**config.mk**
```make
export PLATFORM = sky130hd
export DESIGN_NAME = pew_host
export DESIGN_NICKNAME = d
export VERILOG_FILES = /design/src/pkg/pew_pkg.sv /design/src/verilog/pew_strobe.sv /design/src/verilog/pew_host.sv
export SDC_FILE = /design/constraint.sdc
export NUM_CORES = 1
export LEC_CHECK = 0
export ABC_AREA = 1
export BUFFER_PORTS_ARGS = -buffer_cell sky130_fd_sc_hd__buf_2
export CAP_MARGIN = 0
export CORE_MARGIN = 10
export CORE_UTILIZATION = 55
export DETAILED_ROUTE_END_ITERATION = 7
export PLACE_DENSITY_LB_ADDON = 0.12
export RECOVER_POWER = 100
export SYNTH_ARGS = -nofsm -noshare
export SYNTH_HDL_FRONTEND = slang
export SYNTH_HIERARCHICAL = 1
export SYNTH_SLANG_ARGS = --single-unit
```
**constraint.sdc**
```tcl
create_clock -name sys_clk -period 7.4 [get_ports sys_clk]
set_input_delay 0.74 -clock sys_clk [delete_from_list [all_inputs] [get_ports sys_clk]]
set_output_delay 0.74 -clock sys_clk [all_outputs]
set_load 0.01 [all_outputs]
```
**src/pkg/pew_pkg.sv**
```systemverilog
// Purpose: shared constants for the parallel eeprom host controller
// Assumes: 200 MHz system clock, asynchronous byte-wide eeprom on the far side
// Notes:   times are kept in their own units; cycle counts derive from them
`default_nettype none
package pew_pkg;
   localparam int          CLK_MHZ          = 200;
   localparam int          ADDR_W           = 13;
   localparam int          DATA_W           = 8;
   localparam int          PAGE_BYTES       = 64;
   localparam int          PAGE_LSB         = 6;   // first bit of page_address_bits
   // byte_load_window, longest gap between bytes, in microseconds
   localparam int          BYTE_LOAD_US     = 150;
   // internal_write_time, worst case, in milliseconds
   localparam int          WRITE_TIME_MS    = 2;
   // host keeps a safe margin under the window: a third of it
   localparam int          BYTE_LOAD_CYC    = (BYTE_LOAD_US * CLK_MHZ) / 3;
   localparam int          WRITE_TIME_CYC   = WRITE_TIME_MS * 1000 * CLK_MHZ;
   // strobe timing: write pulse 100 ns low, 50 ns high, read access 120 ns
   localparam int          STROBE_NS        = 100;
   localparam int          STROBE_CYC       = (STROBE_NS * CLK_MHZ + 999) / 1000;
   localparam int          SETUP_CYC        = 2;
   localparam int          READ_NS          = 120;
   localparam int          READ_CYC         = (READ_NS * CLK_MHZ + 999) / 1000 + 1;
   localparam int          CNT_W            = 24;
   // three-byte lock-on and six-byte lock-off commands: fixed addresses and data
   localparam logic [12:0] LOCK_ADDR0       = 13'h1555;
   localparam logic [12:0] LOCK_ADDR1       = 13'h0aaa;
   localparam logic [7:0]  LOCK_DATA0       = 8'haa;
   localparam logic [7:0]  LOCK_DATA1       = 8'h55;
   localparam logic [7:0]  LOCK_ON_DATA     = 8'ha0;
   localparam logic [7:0]  LOCK_OFF_DATA    = 8'h80;
   localparam logic [7:0]  LOCK_OFF_DATA1   = 8'h20;
   typedef enum logic [1:0] {PEW_OP_READ, PEW_OP_PAGE, PEW_OP_LOCK_ON,
                             PEW_OP_LOCK_OFF} pew_op_e;
endpackage : pew_pkg
`default_nettype wire

```
**src/verilog/pew_strobe.sv**
```systemverilog
// Purpose: drives one write strobe pulse or one read cycle on the eeprom pins
// Assumes: caller holds address and data steady while busy
// Notes:   write enable pulses low for STROBE_CYC + 1 cycles with output enable high
`default_nettype none
module pew_strobe (
   // clock and reset
   input  wire logic        sys_clk,
   input  wire logic        resetn,
   // command
   input  wire logic        go,
   input  wire logic        is_read,
   output logic             done,
   // pins
   output logic             we_n,
   output logic             oe_n,
   output logic             drive
);
   import pew_pkg::*;
   typedef enum logic [1:0] {PEW_S_IDLE, PEW_S_SETUP, PEW_S_PULSE, PEW_S_HOLD} pew_sst_e;
   pew_sst_e   st_reg, st_next;
   logic [7:0] cnt_reg, cnt_next;
   logic       rd_reg, rd_next;

   // sequence: setup, strobe low, release with data still held
   always_comb begin
      st_next  = st_reg;
      cnt_next = cnt_reg;
      rd_next  = rd_reg;
      done     = 1'b0;
      unique case (st_reg)
         PEW_S_IDLE: begin
            if (go) begin
               st_next  = PEW_S_SETUP;
               rd_next  = is_read;
               cnt_next = 8'(SETUP_CYC);
            end
         end
         PEW_S_SETUP: begin
            if (cnt_reg == 8'h00) begin
               st_next  = PEW_S_PULSE;
               cnt_next = rd_reg ? 8'(READ_CYC) : 8'(STROBE_CYC);
            end else begin
               cnt_next = cnt_reg - 8'h01;
            end
         end
         PEW_S_PULSE: begin
            if (cnt_reg == 8'h00) begin
               st_next  = PEW_S_HOLD;
               cnt_next = 8'(STROBE_CYC);  // also covers the high-pulse minimum
            end else begin
               cnt_next = cnt_reg - 8'h01;
            end
         end
         PEW_S_HOLD: begin
            // a go raised together with done starts the next cycle at once, so a
            // caller chaining bytes never loses its request to the idle state
            if (cnt_reg == 8'h00) begin
               done = 1'b1;
               if (go) begin
                  st_next  = PEW_S_SETUP;
                  rd_next  = is_read;
                  cnt_next = 8'(SETUP_CYC);
               end else begin
                  st_next = PEW_S_IDLE;
               end
            end else begin
               cnt_next = cnt_reg - 8'h01;
            end
         end
      endcase
   end

   always_ff @(posedge sys_clk or negedge resetn) begin
      if (!resetn) begin
         st_reg  <= PEW_S_IDLE;
         cnt_reg <= 8'h00;
         rd_reg  <= 1'b0;
      end else begin
         st_reg  <= st_next;
         cnt_reg <= cnt_next;
         rd_reg  <= rd_next;
      end
   end

   // output enable only low on a read, never together with write strobe
   assign we_n  = ~((st_reg == PEW_S_PULSE) && !rd_reg);
   assign oe_n  = ~((st_reg == PEW_S_PULSE) && rd_reg);
   assign drive = (st_reg != PEW_S_IDLE) && !rd_reg;
endmodule : pew_strobe
`default_nettype wire

```
**src/verilog/pew_host.sv**
```systemverilog
// Purpose: host controller for a byte-wide parallel eeprom: reads, page loads, lock commands
// Assumes: device pins are asynchronous; inputs are synchronous to sys_clk
// Notes:   one request at a time; pages are loaded from a local 64-byte buffer
// Functional notes
// - Host keeps page_address_bits identical on every strobe of a page load.
// - Host keeps output-enable high while write strobe and chip-select are low.
// - Next byte within byte_load_window; device programs within internal_write_time.
// - A page write carries one to sixty-four data bytes.
// - While locked, each write is preceded by the three-byte enable command; the host sends it only when req_locked comes with the request.
`default_nettype none
module pew_host #(
   parameter int WRITE_WAIT_CYC = pew_pkg::WRITE_TIME_CYC,
   parameter int LOAD_GAP_CYC   = pew_pkg::BYTE_LOAD_CYC
) (
   // clock and reset
   input  wire logic                        sys_clk,
   input  wire logic                        resetn,
   // request from user
   input  wire logic                        req_valid,
   output logic                             req_ready,
   input  wire pew_pkg::pew_op_e            req_op,
   input  wire logic [pew_pkg::ADDR_W-1:0]  req_addr,
   input  wire logic [6:0]                  req_len,
   input  wire logic                        req_locked,
   // page buffer fill
   input  wire logic                        wbuf_we,
   input  wire logic [5:0]                  wbuf_idx,
   input  wire logic [pew_pkg::DATA_W-1:0]  wbuf_data,
   // answer
   output logic                             rsp_valid,
   output logic [pew_pkg::DATA_W-1:0]       rsp_data,
   // eeprom pins
   output logic [pew_pkg::ADDR_W-1:0]       mem_addr,
   output logic                             mem_ce_n,
   output logic                             mem_oe_n,
   output logic                             mem_we_n,
   input  wire logic [pew_pkg::DATA_W-1:0]  data_lines_in,
   output logic [pew_pkg::DATA_W-1:0]       data_lines_out,
   output logic                             data_lines_oe_n
);
   import pew_pkg::*;
   typedef enum logic [2:0] {PEW_IDLE, PEW_CMD, PEW_LOAD, PEW_GAP, PEW_READ,
                             PEW_WAIT} pew_st_e;

   logic [DATA_W-1:0] page_mem [PAGE_BYTES];   // user bytes for the next page
   pew_st_e           st_reg, st_next;
   pew_op_e           op_reg, op_next;
   logic [ADDR_W-1:0] addr_reg, addr_next;
   logic [DATA_W-1:0] dout_reg, dout_next;
   logic [DATA_W-1:0] rdat_reg, rdat_next;
   logic [6:0]        len_reg, len_next;
   logic [6:0]        idx_reg, idx_next;
   logic [2:0]        cmd_reg, cmd_next;
   logic              pre_reg, pre_next;
   logic              rsp_reg, rsp_next;
   logic [CNT_W-1:0]  tmr_reg, tmr_next;
   logic              sgo, srd, sdone, swe_n, soe_n, sdrive;
   logic [ADDR_W-PAGE_LSB-1:0] rpage_reg;   // page field of the pending request

   // command byte k of a lock sequence; k==3 and k==4 are the extra off pair
   function automatic logic [20:0] cmd_word(input logic [2:0] k, input pew_op_e op);
      logic [20:0] w;
      w = {LOCK_ADDR0, LOCK_DATA0};
      unique case (k)
         3'd0: w = {LOCK_ADDR0, LOCK_DATA0};
         3'd1: w = {LOCK_ADDR1, LOCK_DATA1};
         3'd2: w = {LOCK_ADDR0, (op == PEW_OP_LOCK_OFF) ? LOCK_OFF_DATA : LOCK_ON_DATA};
         3'd3: w = {LOCK_ADDR0, LOCK_DATA0};
         3'd4: w = {LOCK_ADDR1, LOCK_DATA1};
         default: w = {LOCK_ADDR0, LOCK_OFF_DATA1};
      endcase
      return w;
   endfunction : cmd_word

   // last command index: two for enable, five for disable
   function automatic logic [2:0] cmd_last(input pew_op_e op);
      return (op == PEW_OP_LOCK_OFF) ? 3'd5 : 3'd2;
   endfunction : cmd_last

   // page buffer write port
   always_ff @(posedge sys_clk) begin
      if (wbuf_we) begin
         page_mem[wbuf_idx] <= wbuf_data;
      end
   end

   pew_strobe u_strobe (
      .sys_clk (sys_clk),
      .resetn  (resetn),
      .go      (sgo),
      .is_read (srd),
      .done    (sdone),
      .we_n    (swe_n),
      .oe_n    (soe_n),
      .drive   (sdrive)
   );

   // main sequencer
   always_comb begin
      st_next   = st_reg;
      op_next   = op_reg;
      addr_next = addr_reg;
      dout_next = dout_reg;
      len_next  = len_reg;
      idx_next  = idx_reg;
      cmd_next  = cmd_reg;
      pre_next  = pre_reg;
      rsp_next  = 1'b0;
      tmr_next  = (tmr_reg != '0) ? tmr_reg - 1'b1 : tmr_reg;
      sgo       = 1'b0;
      srd       = 1'b0;
      unique case (st_reg)
         PEW_IDLE: begin
            // a new load waits out the previous programming time
            if (req_valid && tmr_reg == '0) begin
               op_next  = req_op;
               addr_next = req_addr;
               len_next = (req_len == 7'h00) ? 7'h01 :
                          (req_len > 7'(PAGE_BYTES)) ? 7'(PAGE_BYTES) : req_len;
               idx_next = 7'h00;
               cmd_next = 3'd0;
               pre_next = (req_op == PEW_OP_PAGE) && req_locked;
               if (req_op == PEW_OP_READ) begin
                  st_next = PEW_READ;
                  sgo     = 1'b1;
                  srd     = 1'b1;
               end else if (req_op == PEW_OP_PAGE && !req_locked) begin
                  st_next   = PEW_LOAD;
                  dout_next = page_mem[6'h00];
                  addr_next = {req_addr[ADDR_W-1:PAGE_LSB], 6'h00};
                  sgo       = 1'b1;
               end else begin
                  st_next = PEW_CMD;
                  {addr_next, dout_next} = cmd_word(3'd0, req_op);
                  sgo     = 1'b1;
               end
            end
         end
         PEW_CMD: begin
            if (sdone) begin
               tmr_next = CNT_W'(LOAD_GAP_CYC);
               if (cmd_reg == (pre_reg ? 3'd2 : cmd_last(op_reg))) begin
                  if (op_reg == PEW_OP_PAGE) begin
                     st_next   = PEW_LOAD;
                     addr_next = {rpage_reg, 6'h00};
                     dout_next = page_mem[6'h00];
                     sgo       = 1'b1;
                  end else begin
                     // lock state changes at end of write with no data loaded
                     st_next  = PEW_WAIT;
                     // device programs only after its load window runs out
                     tmr_next = CNT_W'(WRITE_WAIT_CYC) + CNT_W'(LOAD_GAP_CYC * 3);
                  end
               end else begin
                  cmd_next = cmd_reg + 3'd1;
                  {addr_next, dout_next} = cmd_word(cmd_reg + 3'd1, op_reg);
                  sgo      = 1'b1;
               end
            end
         end
         PEW_LOAD: begin
            if (sdone) begin
               idx_next = idx_reg + 7'h01;
               if (idx_reg + 7'h01 >= len_reg) begin
                  // stop loading; device starts programming after the window
                  st_next  = PEW_WAIT;
                  tmr_next = CNT_W'(WRITE_WAIT_CYC) + CNT_W'(LOAD_GAP_CYC * 3);
               end else begin
                  // same page field, only the low bits advance
                  addr_next = {addr_reg[ADDR_W-1:PAGE_LSB], 6'(idx_reg + 7'h01)};
                  dout_next = page_mem[6'(idx_reg + 7'h01)];
                  sgo       = 1'b1;
               end
            end
         end
         PEW_READ: begin
            if (sdone) begin
               rsp_next = 1'b1;
               st_next  = PEW_IDLE;
            end
         end
         PEW_WAIT: begin
            st_next = PEW_IDLE;  // idle itself holds off until the timer runs out
         end
         default: st_next = PEW_IDLE;
      endcase
   end

   // capture read data while output enable is low at the end of access
   always_comb begin
      rdat_next = rdat_reg;
      if (!soe_n && sdone == 1'b0) begin
         rdat_next = data_lines_in;
      end
   end

   always_ff @(posedge sys_clk or negedge resetn) begin
      if (!resetn) begin
         st_reg    <= PEW_IDLE;
         op_reg    <= PEW_OP_READ;
         addr_reg  <= '0;
         dout_reg  <= '0;
         rdat_reg  <= '0;
         len_reg   <= 7'h00;
         idx_reg   <= 7'h00;
         cmd_reg   <= 3'd0;
         pre_reg   <= 1'b0;
         rsp_reg   <= 1'b0;
         tmr_reg   <= '0;
         rpage_reg <= '0;
      end else begin
         st_reg    <= st_next;
         op_reg    <= op_next;
         addr_reg  <= addr_next;
         dout_reg  <= dout_next;
         rdat_reg  <= rdat_next;
         len_reg   <= len_next;
         idx_reg   <= idx_next;
         cmd_reg   <= cmd_next;
         pre_reg   <= pre_next;
         rsp_reg   <= rsp_next;
         tmr_reg   <= tmr_next;
         rpage_reg <= (st_reg == PEW_IDLE) ? req_addr[ADDR_W-1:PAGE_LSB] : rpage_reg;
      end
   end

   // pin drive: chip-select follows any strobe activity
   assign req_ready       = (st_reg == PEW_IDLE) && (tmr_reg == '0);
   assign rsp_valid       = rsp_reg;
   assign rsp_data        = rdat_reg;
   assign mem_addr        = addr_reg;
   assign mem_ce_n        = swe_n & soe_n;
   assign mem_we_n        = swe_n;
   assign mem_oe_n        = soe_n;
   assign data_lines_out  = dout_reg;
   assign data_lines_oe_n = ~sdrive;   // low while host drives the data lines
endmodule : pew_host
`default_nettype wire

```
Word-level counts from Yosys, hierarchy flattened

Memories as Yosys holds them, arrays and structs flattened.
Index checks and enable logic that the tools add are counted.

$add $sub $neg: 4
Magnitude comparators: 2
Equality and inequality tests: 28
Mux-type cells: 79
Bitwise logic cells: 6
Reduce and logical (&&, ||, !) cells: 34

Operators with widths:

| operator                                           | count |
|---|---|
| two-way mux 24 bit                                 | 4 |
| two-way mux 8 bit                                  | 12 |
| two-way mux 13 bit                                 | 6 |
| one-hot mux 21 bit (3 select lines)                | 1 |
| one-hot mux 24 bit (2 select lines)                | 1 |
| two-way mux 3 bit                                  | 13 |
| one-hot mux 13 bit (3 select lines)                | 1 |
| two-way mux 19 bit                                 | 2 |
| one-hot mux 8 bit (4 select lines)                 | 1 |
| two-way mux 7 bit                                  | 4 |
| logical NOT 24 bit                                 | 1 |
| one-hot mux 8 bit (3 select lines)                 | 1 |
| nonzero test 24 bit                                | 1 |
| subtractor 24 x 1 -> 24 bit, second input constant | 1 |
| != test 2 bit, second input constant               | 10 |
| two-way mux 1 bit                                  | 18 |
| two-way mux 6 bit                                  | 3 |
| one-hot mux 7 bit (2 select lines)                 | 1 |
| one-hot mux 3 bit (4 select lines)                 | 1 |
| AND reduction 6 bit                                | 2 |
| two-way mux 2 bit                                  | 5 |
| == test 3 x 2 -> 1 bit, second input constant      | 3 |
| logical AND 1 bit                                  | 8 |
| logical NOT 8 bit                                  | 1 |
| 31 further kinds                                   | 52 |

Register bits: 95
RAM bits: 512
Bits of input ports: 49
Output and inout port bits: 35
Word-level logic and storage cells: 170
Memories: 1

Memories:

| name     | depth | width | read ports | clocked after Yosys merged registers in | wr ports | line           | text |
|---|---|---|---|---|---|---|---|
| page_mem | 64    | 8     | 2          | 0                                       | 1        | pew_host.sv:45 | `logic [DATA_W-1:0] page_mem [PAGE_BYTES];` |

Logic depth before layout (Yosys ltp)

Word-level depth: 10
Gate-level depth with buffers: 22
Gate-level depth less buffers: 20

Cells and area by module

Netlist, hierarchy kept.

By module, submodules not included:

| module     | times used | cells an instance | area each (sq um) |
|---|---|---|---|
| pew_host   | 1          | 2,556             | 26,320.2 |
| pew_strobe | 1          | 134               | 929.6 |

Worst setup path before layout

OpenSTA, ideal clock, no wires.

Path kind: register -> register
Start point: register idx_reg[0]
End point: register u_strobe.cnt_reg[2]
Setup time: 0.116 ns
Arrival time: 2.832 ns
Path slack: 4.451 ns
Cell stages (with the launch flop): 22
Clock period less this slack: 2.949 ns
Cells stage by stage: dfrtp_1 -> ha_1 -> nand3_1 -> nand2_1 -> nand2_2 -> clkinv_1 -> buf_2 -> ha_1 -> a21oi_1 -> o21a_1 -> nand3_1 -> nand2_1 -> o21ai_2 -> nand2_2 -> buf_6 -> inv_1 -> nand2_1 -> o21bai_1 -> a21oi_1 -> nand2_1 -> nand2_1 -> nand2_1

Cells in the longest elaborated chain, start to end: 8

RTL lines:

| what                                 | line             | text |
|---|---|---|
| start: declaration                   | pew_host.sv:52   | `logic [6:0] idx_reg, idx_next;` |
| start signal: assignment             | pew_host.sv:218  | `idx_reg <= idx_next;` |
| adder 7 x 1 -> 7 bit *               | n/a              |  |
| greater-or-equal comparator 7 bit *  | pew_host.sv:164  | `if (idx_reg + 7'h01 >= len_reg) begin` |
| two-way mux 1 bit *                  | pew_host.sv:164  |  |
| two-way mux 1 bit *                  | pew_host.sv:162  | `if (sdone) begin` |
| one-hot mux 1 bit (3 select lines) * | pew_host.sv:112  | `unique case (st_reg)` |
| via sgo                              | pew_host.sv:57   | `logic sgo, srd, sdone, swe_n, soe_n, sdrive;` |
| two-way mux 8 bit *                  | n/a              |  |
| two-way mux 8 bit                    | n/a              |  |
| one-hot mux 8 bit (4 select lines) * | n/a              |  |
| via u_strobe.cnt_next[2]             | pew_strobe.sv:21 | `logic [7:0] cnt_reg, cnt_next;` |
| end signal: assignment               | pew_strobe.sv:80 | `cnt_reg <= cnt_next;` |
| end: declaration                     | pew_strobe.sv:21 |  |

The timed path passes the listed nets; every way through them passes the cells marked *.
A chain may end at the register's enable or synchronous reset.

Worst setup path after layout

Start point: register idx_reg[0]
End point: register u_strobe.cnt_reg[2]

Cells in the longest elaborated chain, start to end: 8

RTL lines:

| what                                 | line |
|---|---|
| adder 7 x 1 -> 7 bit *               | n/a |
| greater-or-equal comparator 7 bit *  | pew_host.sv:164 |
| two-way mux 1 bit *                  | pew_host.sv:164 |
| two-way mux 1 bit *                  | pew_host.sv:162 |
| one-hot mux 1 bit (3 select lines) * | pew_host.sv:112 |
| two-way mux 8 bit *                  | n/a |
| two-way mux 8 bit                    | n/a |
| one-hot mux 8 bit (4 select lines) * | n/a |
| via u_strobe.cnt_next[2]             | pew_strobe.sv:21 |

Marks and branches as above.

==> qor.yml <==
sta:
  setup_viol: 0
  fin_setup_tns_ns: 0
  skew_ns: 0.00962
  rsz0062_at_grt: "no"
  clock.fmax_mhz: 184
  finalCriticalPeriod_ns: 5.44
  max-slew-margin-rel_pct: -140
  worst_slew_pin_slew_ns: 3.60
  hold_violations: 0
  period_share_pct: 73.6
  drv_slew: 578
cts:
  ctsHtreeMaxLevel: 2
  cts_tree: "built"
  hold_buffers: 1
  cts.clk_slew.worst_paths_ns: 0.06
  cts_buffer_depth: 3
  post_cts_buffers: 0
  cts_sinks: 607
  cts_resized: 0
  cts_inserted_buffers: 60
  ctsRootBufferMaster: "clkbuf_16"
  clock_latency_ns: 0.63
yosys:
  synthCells: 2690
  synth-seq-cells: 607
  syn_area_per_cell_um2: 10.1
  netlist.area_leader.share_pct: 56.4
  synthTopCellsByArea: "edfxtp_1 56%, dfrtp_1 8.7%, nand2_1 8.7%"
  yosysSeqAreaShare_pct: 65.1
  yosysMostFrequentCell: "nand2_1"
  synth_common_cells: "628 x nand2_1, 512 x edfxtp_1, 386 x nor2_1"
  synth_ff_type: "edfxtp_1"
  synth_top_cell_by_area: "edfxtp_1"
  ys_warn_count: 6
  synth_cell_type_count: 49
  synth-edff-count: 512
  syn_area_um2: 27200
  async_flop_share_pct: 15.7
  syn_nets: 2760
cells_and_area:
  nNetsFinal: 2804
  final_area_um2: 30000
  final_util_pct: 61.2
  syn2layout_area_growth_pct: 10.0
  largest_reg_flops: 512
  drive_gt1_share_pct: 7.22
  final_cells: 3449
  fillers: 4083
run_status:
  violations: "capacitance limit, slew limit"
  status: "complete, but fails checks"
worst_setup_path:
  cp_common_cell: "nand2_1"
  worst-setup-path-type: "register to register"
  r2r-end: "u_strobe/cnt_reg[2]"
  crit_family: "flip-flops"
  max_stage_delay_ns: 1.74
  path_cells: "ha_4, nand4_1, nand2_2, clkinv_1, ha_1, a21oi_1, o21a_1, nand3_1, nand2_1, o21ai_0, nand2_2, inv_1, nand2_1, o21bai_1, a21oi_1, nand2_1, nand2_1, nand2_1"
  crit_arrival_ns: 5.96
  r2r-start: "idx_reg[0]"
  crit_fanout: 57
  critPathBufInv: 2
  start_kind: "register"
  crit_required_ns: 7.91
  r2r_cells: 18
  reg2reg_slack_ns: 1.96
  crit_path_top_delay_cell: "dfrtp_1"
  end_kind: "register"
routing:
  ant_nets: 0
  first_pass_iters: 6
  num_vias: 19461
  wire_per_inst_um: 20.4
  wl_mm: 70.5
  drc: 0
  drt-initial-drc-count: 2013
  vias_per_cell: 5.64
placed_design:
  dp_hpwl_mm: 42.8
  dpl_cell_area_um2: 28100
  place_congestion: 0.914
  place_inst: 3335
  port-buffer-count: 83
grt:
  grt_start_max_net_pins: 117
  gr-total-overflow: 0
  grt_pass1_vias: 18691
  use_met1_pct: 33.3
  antenna_found_initial: 1
  grt.met3_usage_pct: 3.53
  grt_util_met2_pct: 37.1
  grtUsageTotal_pct: 23.5
  grt_busiest_layer: "met2"
  grt_pass1_wl_mm: 109
min_path:
  hp-start: "data_lines_in[3]"
  worstHoldEndpoint: "rsp_data[3]"
  min_path_cells: 2
  min_path_type: "input port to register"
power_and_ir_drop:
  power.density_nw_per_um2: 350
  p_leak_nw: 12.0
  vdd_drop_max_mv: 0.313
floorplan:
  dieArea_um2: 58800
  coreArea_um2: 49000
  die_h_um: 243
  initial_core_util_pct: 55.7
  die_w_um: 243
  rows: 81
  io_pins: 84
run:
  cap_violations: 9
## worst register-to-register path, stage by stage, from the launching register on
cell,delay [ns]
dfrtp_1,1.74
ha_4,0.36
nand4_1,0.15
nand2_2,0.31
clkinv_1,0.57
ha_1,0.54
a21oi_1,0.17
o21a_1,0.15
nand3_1,0.09
nand2_1,0.12
o21ai_0,0.16
nand2_2,0.31
inv_1,0.16
nand2_1,0.15
o21bai_1,0.08
a21oi_1,0.11
nand2_1,0.07
nand2_1,0.05
nand2_1,0.05
## placed cells by master, fill, tap and decap left out, drive strengths merged
master	synthesis	final
a211oi	9	9
a21oi	39	39
a22o	4	4
and2	1	1
and3	3	3
buf	92	55
bufinv	0	8
clkbuf	30	124
clkinv	3	28
clkinvlp	0	3
dfrtp	95	95
diode	0	1
dlygate4sd3	0	1
edfxtp	512	512
ha	21	21
inv	214	214
mux2	8	8
nand2	639	639
nand3	351	351
nand3b	2	2
nand4	12	12
nor2	401	401
nor3	29	29
nor3b	1	1
nor4	8	8
o2111ai	1	1
o211ai	7	7
o21a	2	2
o21ai	177	177
o21bai	2	2
o22ai	1	1
o31ai	3	3
or2	1	1
xnor2	8	8
xor2	14	14
## per-layer routing
layer / part of all wire, % / wire [um]
met5: 0 / 0
met4: 2.3 / 1650
met3: 7.8 / 5520
met2: 46 / 32800
met1: 43 / 30600
## worst max-delay path by stage
stage,from,to,slack (ns),cells past startpoint
2_1_floorplan,idx_reg[0],u_strobe/cnt_reg[2],4.45,21
3_3_place_gp,idx_reg[0],u_strobe/cnt_reg[2],3.06,18
3_5_place_dp,idx_reg[0],u_strobe/cnt_reg[2],3.01,18
4_1_cts,idx_reg[0],u_strobe/cnt_reg[2],2.99,18
5_1_grt,idx_reg[0],u_strobe/cnt_reg[5],1.43,16
6_report,idx_reg[0],u_strobe/cnt_reg[2],1.96,18
## cells by family after synthesis
family | Yosys count | synth area share, %
multiplexers | 8 | 0.331
AO/OA/AOI/OAI | 245 | 4.93
adder cells (fa/ha/maj) | 21 | 0.964
AND/OR/NAND/NOR | 1448 | 22.7
flip-flops | 607 | 65.1
XOR/XNOR | 22 | 0.735
buffers and inverters | 339 | 5.23
## per-stage QoR
step           hold slack, ns  setup WS, ns  total power, mW
2_1_floorplan           0.444          4.45             6.37
3_3_place_gp            0.466          3.06             7.37
3_5_place_dp            0.471          3.01             7.43
4_1_cts                 0.314          2.99             10.5
5_1_grt                 0.338          1.43             11.1
6_report                0.344          1.96             10.5
## power by group
part | switching [mW] | leakage (nW) | internal [mW]
combinational | 2.43 | 5.20 | 0.942
clock | 1.29 | 0.985 | 1.83
sequential | 0.133 | 5.84 | 3.86
## final cells by class
class	count	area (um^2)	area share [%]
Sequential cell	607	17800	59.2
Timing Repair Buffer	104	495	1.65
Clock inverter	36	383	1.28
Multi-Input combinational cell	1744	8060	26.9
Antenna cell	1	2.50	0.00835
Tap cell	664	831	2.77
Inverter	217	823	2.75
Clock buffer	76	1630	5.44
Power figures use the tool's default switching activity.
